`config.mk`:
```
export PLATFORM = sky130hd
export DESIGN_NAME = gmc_ctrl
export DESIGN_NICKNAME = d
export VERILOG_FILES = /design/src/gmc_pkg.sv /design/src/gmc_ctrl.sv
export SDC_FILE = /design/constraint.sdc
export NUM_CORES = 1
export LEC_CHECK = 0
export BUFFER_PORTS_ARGS = -buffer_cell sky130_fd_sc_hd__buf_2
export CORE_MARGIN = 2
export CORE_UTILIZATION = 56
export CTS_BUF_LIST = sky130_fd_sc_hd__clkbuf_8
export DETAILED_ROUTE_END_ITERATION = 12
export MAX_ROUTING_LAYER = met4
export PLACE_DENSITY = 0.84
export SYNTH_ARGS = -nofsm -noshare
export SYNTH_HDL_FRONTEND = slang
export SYNTH_SLANG_ARGS = --single-unit
```
`constraint.sdc`:
```
create_clock -name i_clock -period 2.5 [get_ports i_clock]
set_input_delay 0.5 -clock i_clock [delete_from_list [all_inputs] [get_ports i_clock]]
set_output_delay 0.5 -clock i_clock [all_outputs]
set_load 0.02 [all_outputs]
```
`src/gmc_pkg.sv`:
```
// Purpose: Constants for the second monitor channel and aux code block
// Assumes: Byte-wide register port, one register per address
// Notes:   Offsets are byte addresses on the plain register port
package gmc_pkg;

    localparam int unsigned GMC_ADDR_W = 8;
    localparam int unsigned GMC_DATA_W = 8;

    // Register offsets
    localparam logic [7:0] GMC_OFS_STATUS = 8'h26;
    localparam logic [7:0] GMC_OFS_RXB    = 8'h27;
    localparam logic [7:0] GMC_OFS_TXB    = 8'h28;
    localparam logic [7:0] GMC_OFS_EVT    = 8'h29;
    localparam logic [7:0] GMC_OFS_CTL    = 8'h2a;
    localparam logic [7:0] GMC_OFS_CIN    = 8'h31;
    localparam logic [7:0] GMC_OFS_COUT   = 8'h32;
    localparam logic [7:0] GMC_OFS_EXIR   = 8'h34;
    localparam logic [7:0] GMC_OFS_EXIM   = 8'h35;

    // Reset values
    localparam logic [7:0] GMC_RST_RXB  = 8'hff;
    localparam logic [7:0] GMC_RST_TXB  = 8'hff;
    localparam logic [3:0] GMC_RST_EVT  = 4'h0;
    localparam logic [3:0] GMC_RST_CTL  = 4'h0;
    localparam logic [5:0] GMC_RST_COUT = 6'h3f;
    localparam logic [7:0] GMC_RST_EXIR = 8'h00;
    localparam logic [7:0] GMC_RST_EXIM = 8'hf7;

    // Event status bits
    localparam int unsigned GMC_EV_DR = 3;
    localparam int unsigned GMC_EV_ER = 2;
    localparam int unsigned GMC_EV_DA = 1;
    localparam int unsigned GMC_EV_AB = 0;

    // Control bits
    localparam int unsigned GMC_CTL_RE = 3;
    localparam int unsigned GMC_CTL_EC = 2;
    localparam int unsigned GMC_CTL_TE = 1;
    localparam int unsigned GMC_CTL_AC = 0;

    // Mode status and extended event bits
    localparam int unsigned GMC_ST_MONITOR_A_TRANSMIT_ACTIVE = 7;
    localparam int unsigned GMC_ST_MONITOR_B_TRANSMIT_ACTIVE = 6;
    localparam int unsigned GMC_EX_M1   = 4;
    localparam int unsigned GMC_EX_M0   = 3;
    localparam int unsigned GMC_EX_CI   = 0;
    localparam logic [7:0]  GMC_EXIM_FIXED = 8'he0;

    // Link frame: 32 bit slots, our field in slots 0..15
    localparam logic [4:0] GMC_LAST_FIELD_BIT = 5'd15;
    localparam logic [4:0] GMC_LAST_FRAME_BIT = 5'd31;
    localparam logic [7:0] GMC_IDLE_BYTE      = 8'hff;
    localparam logic [5:0] GMC_IDLE_CODE      = 6'h3f;

endpackage : gmc_pkg

```
`src/gmc_ctrl.sv`:
```
// What this block does
// - Set active flag drives A bit low
// - Received monitor byte register, resets all ones
// - Transmit monitor byte register, resets all ones
// - Event register, read clears, four low bits
// - Remote acknowledge sets data acknowledged
// - Receive enable gates received and end events
// - E control off: E high, first byte
// - E control on: E driven, every byte
// - Transmit enable gates acknowledge and abort events
// - A control off holds A high
// - Aux code input register, TE mode only
// - Aux code output register, resets all set
// - Channel B change sets extended bit four
// - Channel A change sets extended bit three
// - Aux code change sets bit zero, TE
// - Mask resets F7, fixed bits stay
// - Mask bit one suppresses its event
// - Mode status shows both active flags
//
// Purpose: Register bank and link logic of the second monitor channel
// Assumes: Link clock, frame and data are asynchronous pins
// Notes:   Link edges found by sampling on i_clock
`timescale 1ns/1ps

module gmc_ctrl #(
    parameter int unsigned ABORT_FRAMES = 4
) (
    input  wire logic                          i_clock,
    input  wire logic                          i_resetn,
    input  wire logic [gmc_pkg::GMC_ADDR_W-1:0] i_address,
    input  wire logic [gmc_pkg::GMC_DATA_W-1:0] i_write_data,
    input  wire logic                          i_write_strobe,
    input  wire logic                          i_read_strobe,
    output logic      [gmc_pkg::GMC_DATA_W-1:0] o_read_data,
    input  wire logic                          i_link_clock,
    input  wire logic                          i_link_frame,
    input  wire logic                          i_link_data,
    output logic                               o_link_data,
    input  wire logic                          i_te_mode,
    input  wire logic                          i_monitor_a_transmit_active,
    input  wire logic                          i_monitor_a_change_event
);
    import gmc_pkg::*;

    if (ABORT_FRAMES < 1 || ABORT_FRAMES > 15)
    begin : g_check
        $error("ABORT_FRAMES must lie in 1..15");
    end

    localparam logic [3:0] ABORT_LAST = 4'(ABORT_FRAMES - 1);

    typedef struct packed {
        logic [2:0]  sync1;
        logic [2:0]  sync2;
        logic        clk_prev;
        logic [4:0]  cnt;
        logic [14:0] rxsh;
        logic [15:0] txsh;
        logic        dout;
        logic [7:0]  rx_byte;
        logic [7:0]  tx_byte;
        logic        monitor_b_transmit_active;
        logic [3:0]  wait_cnt;
        logic [3:0]  ev;
        logic [3:0]  ctl;
        logic [5:0]  ci_in;
        logic [5:0]  ci_out;
        logic [7:0]  exir;
        logic        mask_m1;
        logic        mask_ci;
        logic [1:0]  mask_spare;
        logic        rx_a_prev;
        logic        pkt;
        logic        idle;
        logic        e_ack;
        logic [7:0]  rd_data;
    } gmc_state_t;

    localparam gmc_state_t GMC_RESET = '{
        rx_byte:   GMC_RST_RXB,
        tx_byte:   GMC_RST_TXB,
        ev:        GMC_RST_EVT,
        ctl:       GMC_RST_CTL,
        ci_out:    GMC_RST_COUT,
        exir:      GMC_RST_EXIR,
        mask_m1:   GMC_RST_EXIM[GMC_EX_M1],
        mask_ci:   GMC_RST_EXIM[GMC_EX_CI],
        mask_spare: GMC_RST_EXIM[2:1],
        txsh:      16'hffff,
        dout:      1'b1,
        rx_a_prev: 1'b1,
        default:   '0
    };

    gmc_state_t st;
    gmc_state_t next_st;

    logic        rise;
    logic        fall;
    logic        a_bit;
    logic        e_bit;
    logic        frame_done;
    logic [15:0] tx_word;
    logic [15:0] rx_word;
    logic [3:0]  ev_set;
    logic [7:0]  ex_set;
    logic [4:0]  cnt_now;
    logic        rd_hit_evt;
    logic        rd_hit_exir;

    always_comb
    begin
        next_st     = st;
        ev_set      = 4'h0;
        ex_set      = 8'h00;
        frame_done  = 1'b0;
        rx_word     = {st.rxsh, st.sync2[0]};
        rd_hit_evt  = i_read_strobe && (i_address == GMC_OFS_EVT);
        rd_hit_exir = i_read_strobe && (i_address == GMC_OFS_EXIR);

        // Pins pass two flops before anything looks at them
        next_st.sync1    = {i_link_clock, i_link_frame, i_link_data};
        next_st.sync2    = st.sync1;
        next_st.clk_prev = st.sync2[2];
        rise = st.sync2[2] && !st.clk_prev;
        fall = !st.sync2[2] && st.clk_prev;
        cnt_now = st.sync2[1] ? 5'd0 : 5'(st.cnt + 5'd1);

        a_bit = !(st.ctl[GMC_CTL_AC] && st.monitor_b_transmit_active);
        e_bit = !(st.ctl[GMC_CTL_EC] && st.e_ack);
        tx_word = {st.monitor_b_transmit_active ? st.tx_byte : GMC_IDLE_BYTE,
                   i_te_mode ? st.ci_out : GMC_IDLE_CODE,
                   a_bit, e_bit};

        if (rise)
        begin
            next_st.cnt  = cnt_now;
            next_st.rxsh = {st.rxsh[13:0], st.sync2[0]};
            frame_done   = (cnt_now == GMC_LAST_FIELD_BIT);
        end

        // Drive on falling edge so the far end samples a settled bit
        if (fall)
        begin
            if (st.cnt == GMC_LAST_FRAME_BIT)
            begin
                next_st.dout = tx_word[15];
                next_st.txsh = {tx_word[14:0], 1'b1};
            end
            else
            begin
                next_st.dout = st.txsh[15];
                next_st.txsh = {st.txsh[14:0], 1'b1};
            end
        end

        if (frame_done)
        begin
            if (i_te_mode)
            begin
                next_st.ci_in = rx_word[7:2];
                if (rx_word[7:2] != st.ci_in && !st.mask_ci)
                begin
                    ex_set[GMC_EX_CI] = 1'b1;
                end
            end
            // Transmit side: E low from remote is the acknowledge
            if (st.monitor_b_transmit_active && st.ctl[GMC_CTL_AC])
            begin
                if (!rx_word[0])
                begin
                    ev_set[GMC_EV_DA] = st.ctl[GMC_CTL_TE];
                    next_st.monitor_b_transmit_active      = 1'b0;
                    next_st.wait_cnt  = 4'h0;
                end
                else if (st.wait_cnt == ABORT_LAST)
                begin
                    // Remote never answered: give up and report
                    ev_set[GMC_EV_AB] = st.ctl[GMC_CTL_TE];
                    next_st.monitor_b_transmit_active      = 1'b0;
                    next_st.wait_cnt  = 4'h0;
                end
                else
                begin
                    next_st.wait_cnt = 4'(st.wait_cnt + 4'h1);
                end
            end
            // Receive side: A falling marks a new byte, A high twice ends
            next_st.rx_a_prev = rx_word[1];
            next_st.e_ack     = 1'b0;
            if (!rx_word[1] && st.rx_a_prev)
            begin
                next_st.rx_byte = rx_word[15:8];
                next_st.e_ack   = 1'b1;
                next_st.pkt     = 1'b1;
                next_st.idle    = 1'b0;
                ev_set[GMC_EV_DR] = st.ctl[GMC_CTL_RE]
                                    && (st.ctl[GMC_CTL_EC] || !st.pkt);
            end
            else if (rx_word[1] && st.pkt)
            begin
                if (st.idle)
                begin
                    next_st.pkt       = 1'b0;
                    next_st.idle      = 1'b0;
                    ev_set[GMC_EV_ER] = st.ctl[GMC_CTL_RE];
                end
                else
                begin
                    next_st.idle = 1'b1;
                end
            end
            else if (!rx_word[1])
            begin
                next_st.idle = 1'b0;
            end
        end

        ex_set[GMC_EX_M1] = (|ev_set) && !st.mask_m1;
        ex_set[GMC_EX_M0] = i_monitor_a_change_event;

        // New events win over a read-clear in the same cycle
        next_st.ev   = rd_hit_evt  ? ev_set : (st.ev | ev_set);
        next_st.exir = rd_hit_exir ? ex_set : (st.exir | ex_set);

        next_st.rd_data = 8'h00;
        if (i_read_strobe)
        begin
            unique case (i_address)
                GMC_OFS_STATUS: next_st.rd_data = {i_monitor_a_transmit_active,
                                                   st.monitor_b_transmit_active, 6'h00};
                GMC_OFS_RXB:    next_st.rd_data = st.rx_byte;
                GMC_OFS_TXB:    next_st.rd_data = st.tx_byte;
                GMC_OFS_EVT:    next_st.rd_data = {4'h0, st.ev};
                GMC_OFS_CTL:    next_st.rd_data = {4'h0, st.ctl};
                GMC_OFS_CIN:    next_st.rd_data = {2'b00, st.ci_in};
                GMC_OFS_COUT:   next_st.rd_data = {2'b00, st.ci_out};
                GMC_OFS_EXIR:   next_st.rd_data = st.exir;
                GMC_OFS_EXIM:   next_st.rd_data = GMC_EXIM_FIXED
                                    | {3'b000, st.mask_m1, 1'b0, st.mask_spare,
                                       st.mask_ci};
                default:        next_st.rd_data = 8'h00;
            endcase
        end

        if (i_write_strobe)
        begin
            unique case (i_address)
                GMC_OFS_STATUS:
                begin
                    // Only a one starts a transfer; software cannot cancel
                    if (i_write_data[GMC_ST_MONITOR_B_TRANSMIT_ACTIVE])
                    begin
                        next_st.monitor_b_transmit_active     = 1'b1;
                        next_st.wait_cnt = 4'h0;
                    end
                end
                GMC_OFS_TXB:  next_st.tx_byte = i_write_data;
                GMC_OFS_CTL:  next_st.ctl     = i_write_data[3:0];
                GMC_OFS_COUT: next_st.ci_out  = i_write_data[5:0];
                GMC_OFS_EXIM:
                begin
                    next_st.mask_m1 = i_write_data[GMC_EX_M1];
                    next_st.mask_ci = i_write_data[GMC_EX_CI];
                    // Spare bits only hold what was written; only a mask register read returns them
                    next_st.mask_spare = i_write_data[2:1];
                end
                default: next_st.monitor_b_transmit_active = next_st.monitor_b_transmit_active;
            endcase
        end
    end

    always_ff @(posedge i_clock or negedge i_resetn)
    begin
        if (!i_resetn)
        begin
            st <= GMC_RESET;
        end
        else
        begin
            st <= next_st;
        end
    end

    assign o_read_data = st.rd_data;
    assign o_link_data = st.dout;
endmodule // gmc_ctrl

```
; Word level (Yosys, flattened, before mapping)
; Index checks and enable logic that the tools add are counted.
[word_totals]
ff_bits = 109
mem_count = 0
output_inout_bits = 9
ramBits = 0
latchBits = 0
inputBits = 26
elab_cells = 110
mem_bits_ro = 0
[op_classes]
magnitude_cmp = 0
mux = 37
div_mod_pow = 0
n_shift = 0
multipliers = 0
eq_ne = 14
n_bitwise = 2
n_reduce_logical = 31
addsub = 2
[ops]
columns = op, count
row1 = 8-bit by 6-bit equality test with 1-bit output (second input constant), 9
row2 = 8-bit case mux with 9 select lines, 1
row3 = 5-bit 2-to-1 mux, 6
row4 = 8-bit 2-to-1 mux, 3
row5 = 1-bit 2-to-1 mux, 19
row6 = 17-bit 2-to-1 mux, 1
row7 = 4-bit 2-to-1 mux, 4
row8 = 2-bit AND reduction, 7
row9 = 1-bit logical AND, 11
row10 = 1-bit logical NOT, 8
row11 = 8-bit by 5-bit OR with 8-bit output, 1
row12 = 6-bit 2-to-1 mux, 1
row13 = 6-bit != test, 1
row14 = 5-bit by 1-bit adder with 5-bit output (second input constant), 1
row15 = 5-bit by 4-bit equality test with 1-bit output (second input constant), 1
row16 = 5-bit equality test (second input constant), 1
row17 = 4-bit by 1-bit adder with 4-bit output (second input constant), 1
row18 = 4-bit by 2-bit equality test with 1-bit output (second input constant), 1
row19 = 2-bit 2-to-1 mux, 2
row20 = 4-bit OR, 1
row21 = 2-bit nonzero test, 2
row22 = 4-bit OR reduction, 1
row23 = 3-bit by 1-bit != test with 1-bit output (second input constant), 1
row24 = 3-bit AND reduction, 1
row25 = 1-bit logical OR, 1

; Logic depth before layout (Yosys ltp)
[depth]
depth_word = 9
mapped_depth = 8
ltp_nobuf = 7

; Least setup slack after synthesis
; Ideal clock, no wire load.
[synth_path]
path_kind = register to register
startpoint = register st[97] (netlist bit)
endpoint = register st[57] (netlist bit)
arrival_ns = 2.512
stages_incl_launch_ff = 9
required_ns = 2.418
period_less_slack_ns = 2.594
slack_ns = -0.094
path_buffers = 1
cell_sequence = dfrtp_1 ha_1 and3_1 ha_1 nand3b_1 or4_4 or3_4 buf_6 mux2_4
[synth_via]
elab_chain_len = 5
[synth_lines]
columns = item, line
row1 = from (decl), gmc_ctrl.sv:96  ; gmc_state_t st;
row2 = from (signal assigned), gmc_ctrl.sv:282  ; st <= next_st;
row3 = 5-bit by 1-bit adder with 5-bit output, gmc_ctrl.sv:128  ; cnt_now = st.sync2[1] ? 5'd0 : 5'(st.cnt + 5'd1);
row4 = 5-bit 2-to-1 mux, gmc_ctrl.sv:128
row5 = 5-bit by 4-bit equality test with 1-bit output, gmc_ctrl.sv:140  ; frame_done = (cnt_now == GMC_LAST_FIELD_BIT);
row6 = 1-bit 2-to-1 mux, gmc_ctrl.sv:136  ; if (rise)
row7 = 2-bit AND reduction (no line), n/a
; Every way passes these cells.
; A chain may end at the register's enable or synchronous reset.

==> flow_metrics.tcl <==
set metrics [dict create \
    cts_max_path_buffers 2 \
    relSlewSlack_pct 34.5 \
    cap_violations 0 \
    die_x_um 98.2 \
    via_per_inst 6.26 \
    fill_cells 677 \
    slew_violations 0 \
    synth_fp_nets 474 \
    final_util_pct 65.0 \
    crit_type "flip-flop to flip-flop" \
    violations "negative setup slack" \
    synthCells 445 \
    p_per_area_nw_per_um2 696 \
    wl_per_cell_um 19.7 \
    ys_seq_area_share_pct 52.9 \
    ys_ff_latch 103 \
    drive_gt1_share_pct 39.3 \
    fp.coreArea_um2 8680 \
    drcViolationCount 0 \
    drtPass1Iterations 8 \
    area_delta_synth_final_pct 13.5 \
    cp_slowest_stage_delay_ns 0.55 \
    gp_congestion 0.950 \
    report.final.setup_viol 7 \
    portBuffers 34 \
    hold_class "input pin to asynchronous set/reset pin" \
    synthFlopType "dfrtp_1" \
    yosysWarnings 0 \
    multi_input_area_um2 2170 \
    clkLatencyLatePin_ns 0.37 \
    wl_um 11900 \
    critPathRequiredTime_ns 2.80 \
    diodes 0 \
    first_global_vias 3744 \
    die_h_um 98.2 \
    ioPinCount 35 \
    crit_family "simple AND/OR/NAND/NOR gates" \
    antenna_found_initial 0 \
    fp-row-count 34 \
    status "finished, violations left" \
    grt_pass1_wl_um 19200 \
    cp_cell_sequence "ha_2 -> and3_4 -> ha_4 -> nand3b_1 -> or4_4 -> buf_6 -> or4_4 -> a21oi_2" \
    final-hold-violation-count 0 \
    cts_tree "done" \
    first_iter_violations 238 \
    grt_usage_pct 26.1 \
    leakage_nw 2.39 \
    cp_max_fo 4 \
    ys_types 62 \
    fin_nets 518 \
    cts_made_buffers 9 \
    hold_buffers 0 \
    synth_edf_count 0 \
    ir_drop_v 0.000399 \
    initial_utilization_pct 57.3 \
    min_period_ns 2.54 \
    root_buffer "clkbuf_8" \
    path_clk_slew_ns 0.11 \
    endpoint_kind "flip-flop" \
    crit_arrival_ns 2.84 \
    rsz0062_at_grt "yes" \
    postRouteAntennaNets 0 \
    tightest_slew_ns 0.982 \
    syn_avg_cell_area_um2 11.2 \
    ys_async_sr_fraction_pct 100 \
    clkSinkCount 103 \
    cpMostUsedCell "or4_4" \
    post-route-period-util_pct 102 \
    fmaxAchievable_mhz 393 \
    setup_tns_ns -0.245 \
    skew_ns 0.0101 \
    grt_start_max_net_pins 45 \
    crit_slowest_cell "or4_4" \
    power_mw 3.93 \
    num_vias 3766 \
    hpwl_um 8320 \
    layout_setup_ws_ns -0.0437 \
    critPathLaunchType "flip-flop" \
    grt.overflow.total 0 \
    die_area_um2 9650 \
    syn_area_um2 4970 \
    cp_num_buf_inv 1 \
    cts_max_level 3 \
    ff_latch_area_um2 2630 \
]
cells in the final DEF (no fill, tap or decap), types with 10 or more instances in the layout:
cell type and count:
inv_1 11, buf_2 33, mux2_2 43, nand2_1 43
nand3b_1 10, buf_4 29, dfrtp_1 60, o21ai_0 40
dfstp_2 43, nand3_1 17
cells in the mapped netlist, types with 7 or more instances:
| master | n | area share, % |
|---|---|---|
| dfrtp_1 | 60 | 30 |
| dfstp_2 | 43 | 23 |
| mux2_2 | 43 | 9.7 |
| nand2_1 | 43 | 3.2 |
| o21ai_0 | 40 | 4.0 |
| clkbuf_1 | 17 | 1.3 |
| nand3_1 | 17 | 1.7 |
| inv_1 | 11 | 0.83 |
| nand3b_1 | 10 | 1.5 |
| a31oi_1 | 9 | 1.1 |
| o22ai_1 | 9 | 1.1 |
| a21oi_1 | 8 | 0.81 |
| buf_4 | 8 | 1.2 |
| nor3_1 | 8 | 0.81 |
| mux2_4 | 7 | 2.1 |
| nor2_1 | 7 | 0.53 |
state kept, by name, summed over array words and instances, names as in the netlist:
signal / flops
o_link_data: 1
st: 74
rx_word: 16
next_st: 4
o_read_data: 8
cell type report:
class                           instances  share of cell area (%)
Timing Repair Buffer                   65                    7.54
Tap cell                              108                    2.39
Clock buffer                            9                    2.19
Inverter                               11                   0.732
Sequential cell                       103                    46.6
Multi-Input combinational cell        299                    38.5
Clock inverter                          7                    2.04
metal layers:
metal  wire [um]  GRT usage (%)  vias to the layer above
met1        5020           33.0                     1898
met2        6040           43.9                      116
met3         531           4.58                       33
met5           0              -                        -
li1            -              -                     1719
met4         274           6.64                        0
timing repair:
| item | in CTS | in global routing |
|---|---|---|
| setup endpoints to repair | 12 | 17 |
| gates cloned | 1 | 0 |
| pin swaps | 5 | 2 |
| buffers inserted | 3 | 2 |
| gates resized for setup | 4 | 6 |
worst paths after layout:
kind                                              from                      to  slack, ns  cells past startpoint
min in group i_clock                      i_link_clock  next_st[105]$_DFF_PN0_       0.24                      1
worst max register to register      st[97]$_DFFE_PN0P_        st[47]$_DFF_PN0_      -0.04                      8
worst min register to register  next_st[105]$_DFF_PN0_  next_st[102]$_DFF_PN0_       0.36                      0
max in group asynchronous                     i_resetn      st[60]$_DFFE_PN1P_       1.68                      2
worst max-delay path                st[97]$_DFFE_PN0P_        st[47]$_DFF_PN0_      -0.04                      8
worst min-delay path                          i_resetn       st[9]$_DFFE_PN0P_       0.08                      1
power by group:
group	internal [mW]	switching (mW)
logic	0.298	0.290
registers	1.95	0.197
clock network	0.589	0.609
stage by stage:
stage | hold WS (ns) | worst slack, ns | instances | instance area [um2]
floorplan | 0.204 | -0.0530 | 445 | 4980
global placement | 0.332 | -0.0253 | 580 | 5310
detailed placement | 0.335 | -0.0787 | 580 | 5310
CTS | 0.0895 | -0.0153 | 600 | 5610
global route | 0.102 | -0.126 | 602 | 5640
finish | 0.0784 | -0.0437 | 602 | 5640
worst reg2reg max path, cell delays in order (launching register included):
cell	delay [ns]
dfrtp_1	0.40
ha_2	0.19
and3_4	0.15
ha_4	0.23
nand3b_1	0.19
or4_4	0.55
buf_6	0.15
or4_4	0.48
a21oi_2	0.14
logic make-up after synthesis:
kind of cell | after synthesis | share of synthesized area, %
AND/OR/NAND/NOR | 135 | 15.2
adder cells (fa/ha/maj) | 3 | 0.755
buffers and inverters | 44 | 4.45
flip-flops | 103 | 52.9
XOR/XNOR | 7 | 1.23
AO/OA/AOI/OAI | 101 | 13.2
multiplexers | 52 | 12.3
Note: power is estimated with default switching activity, not from simulation.
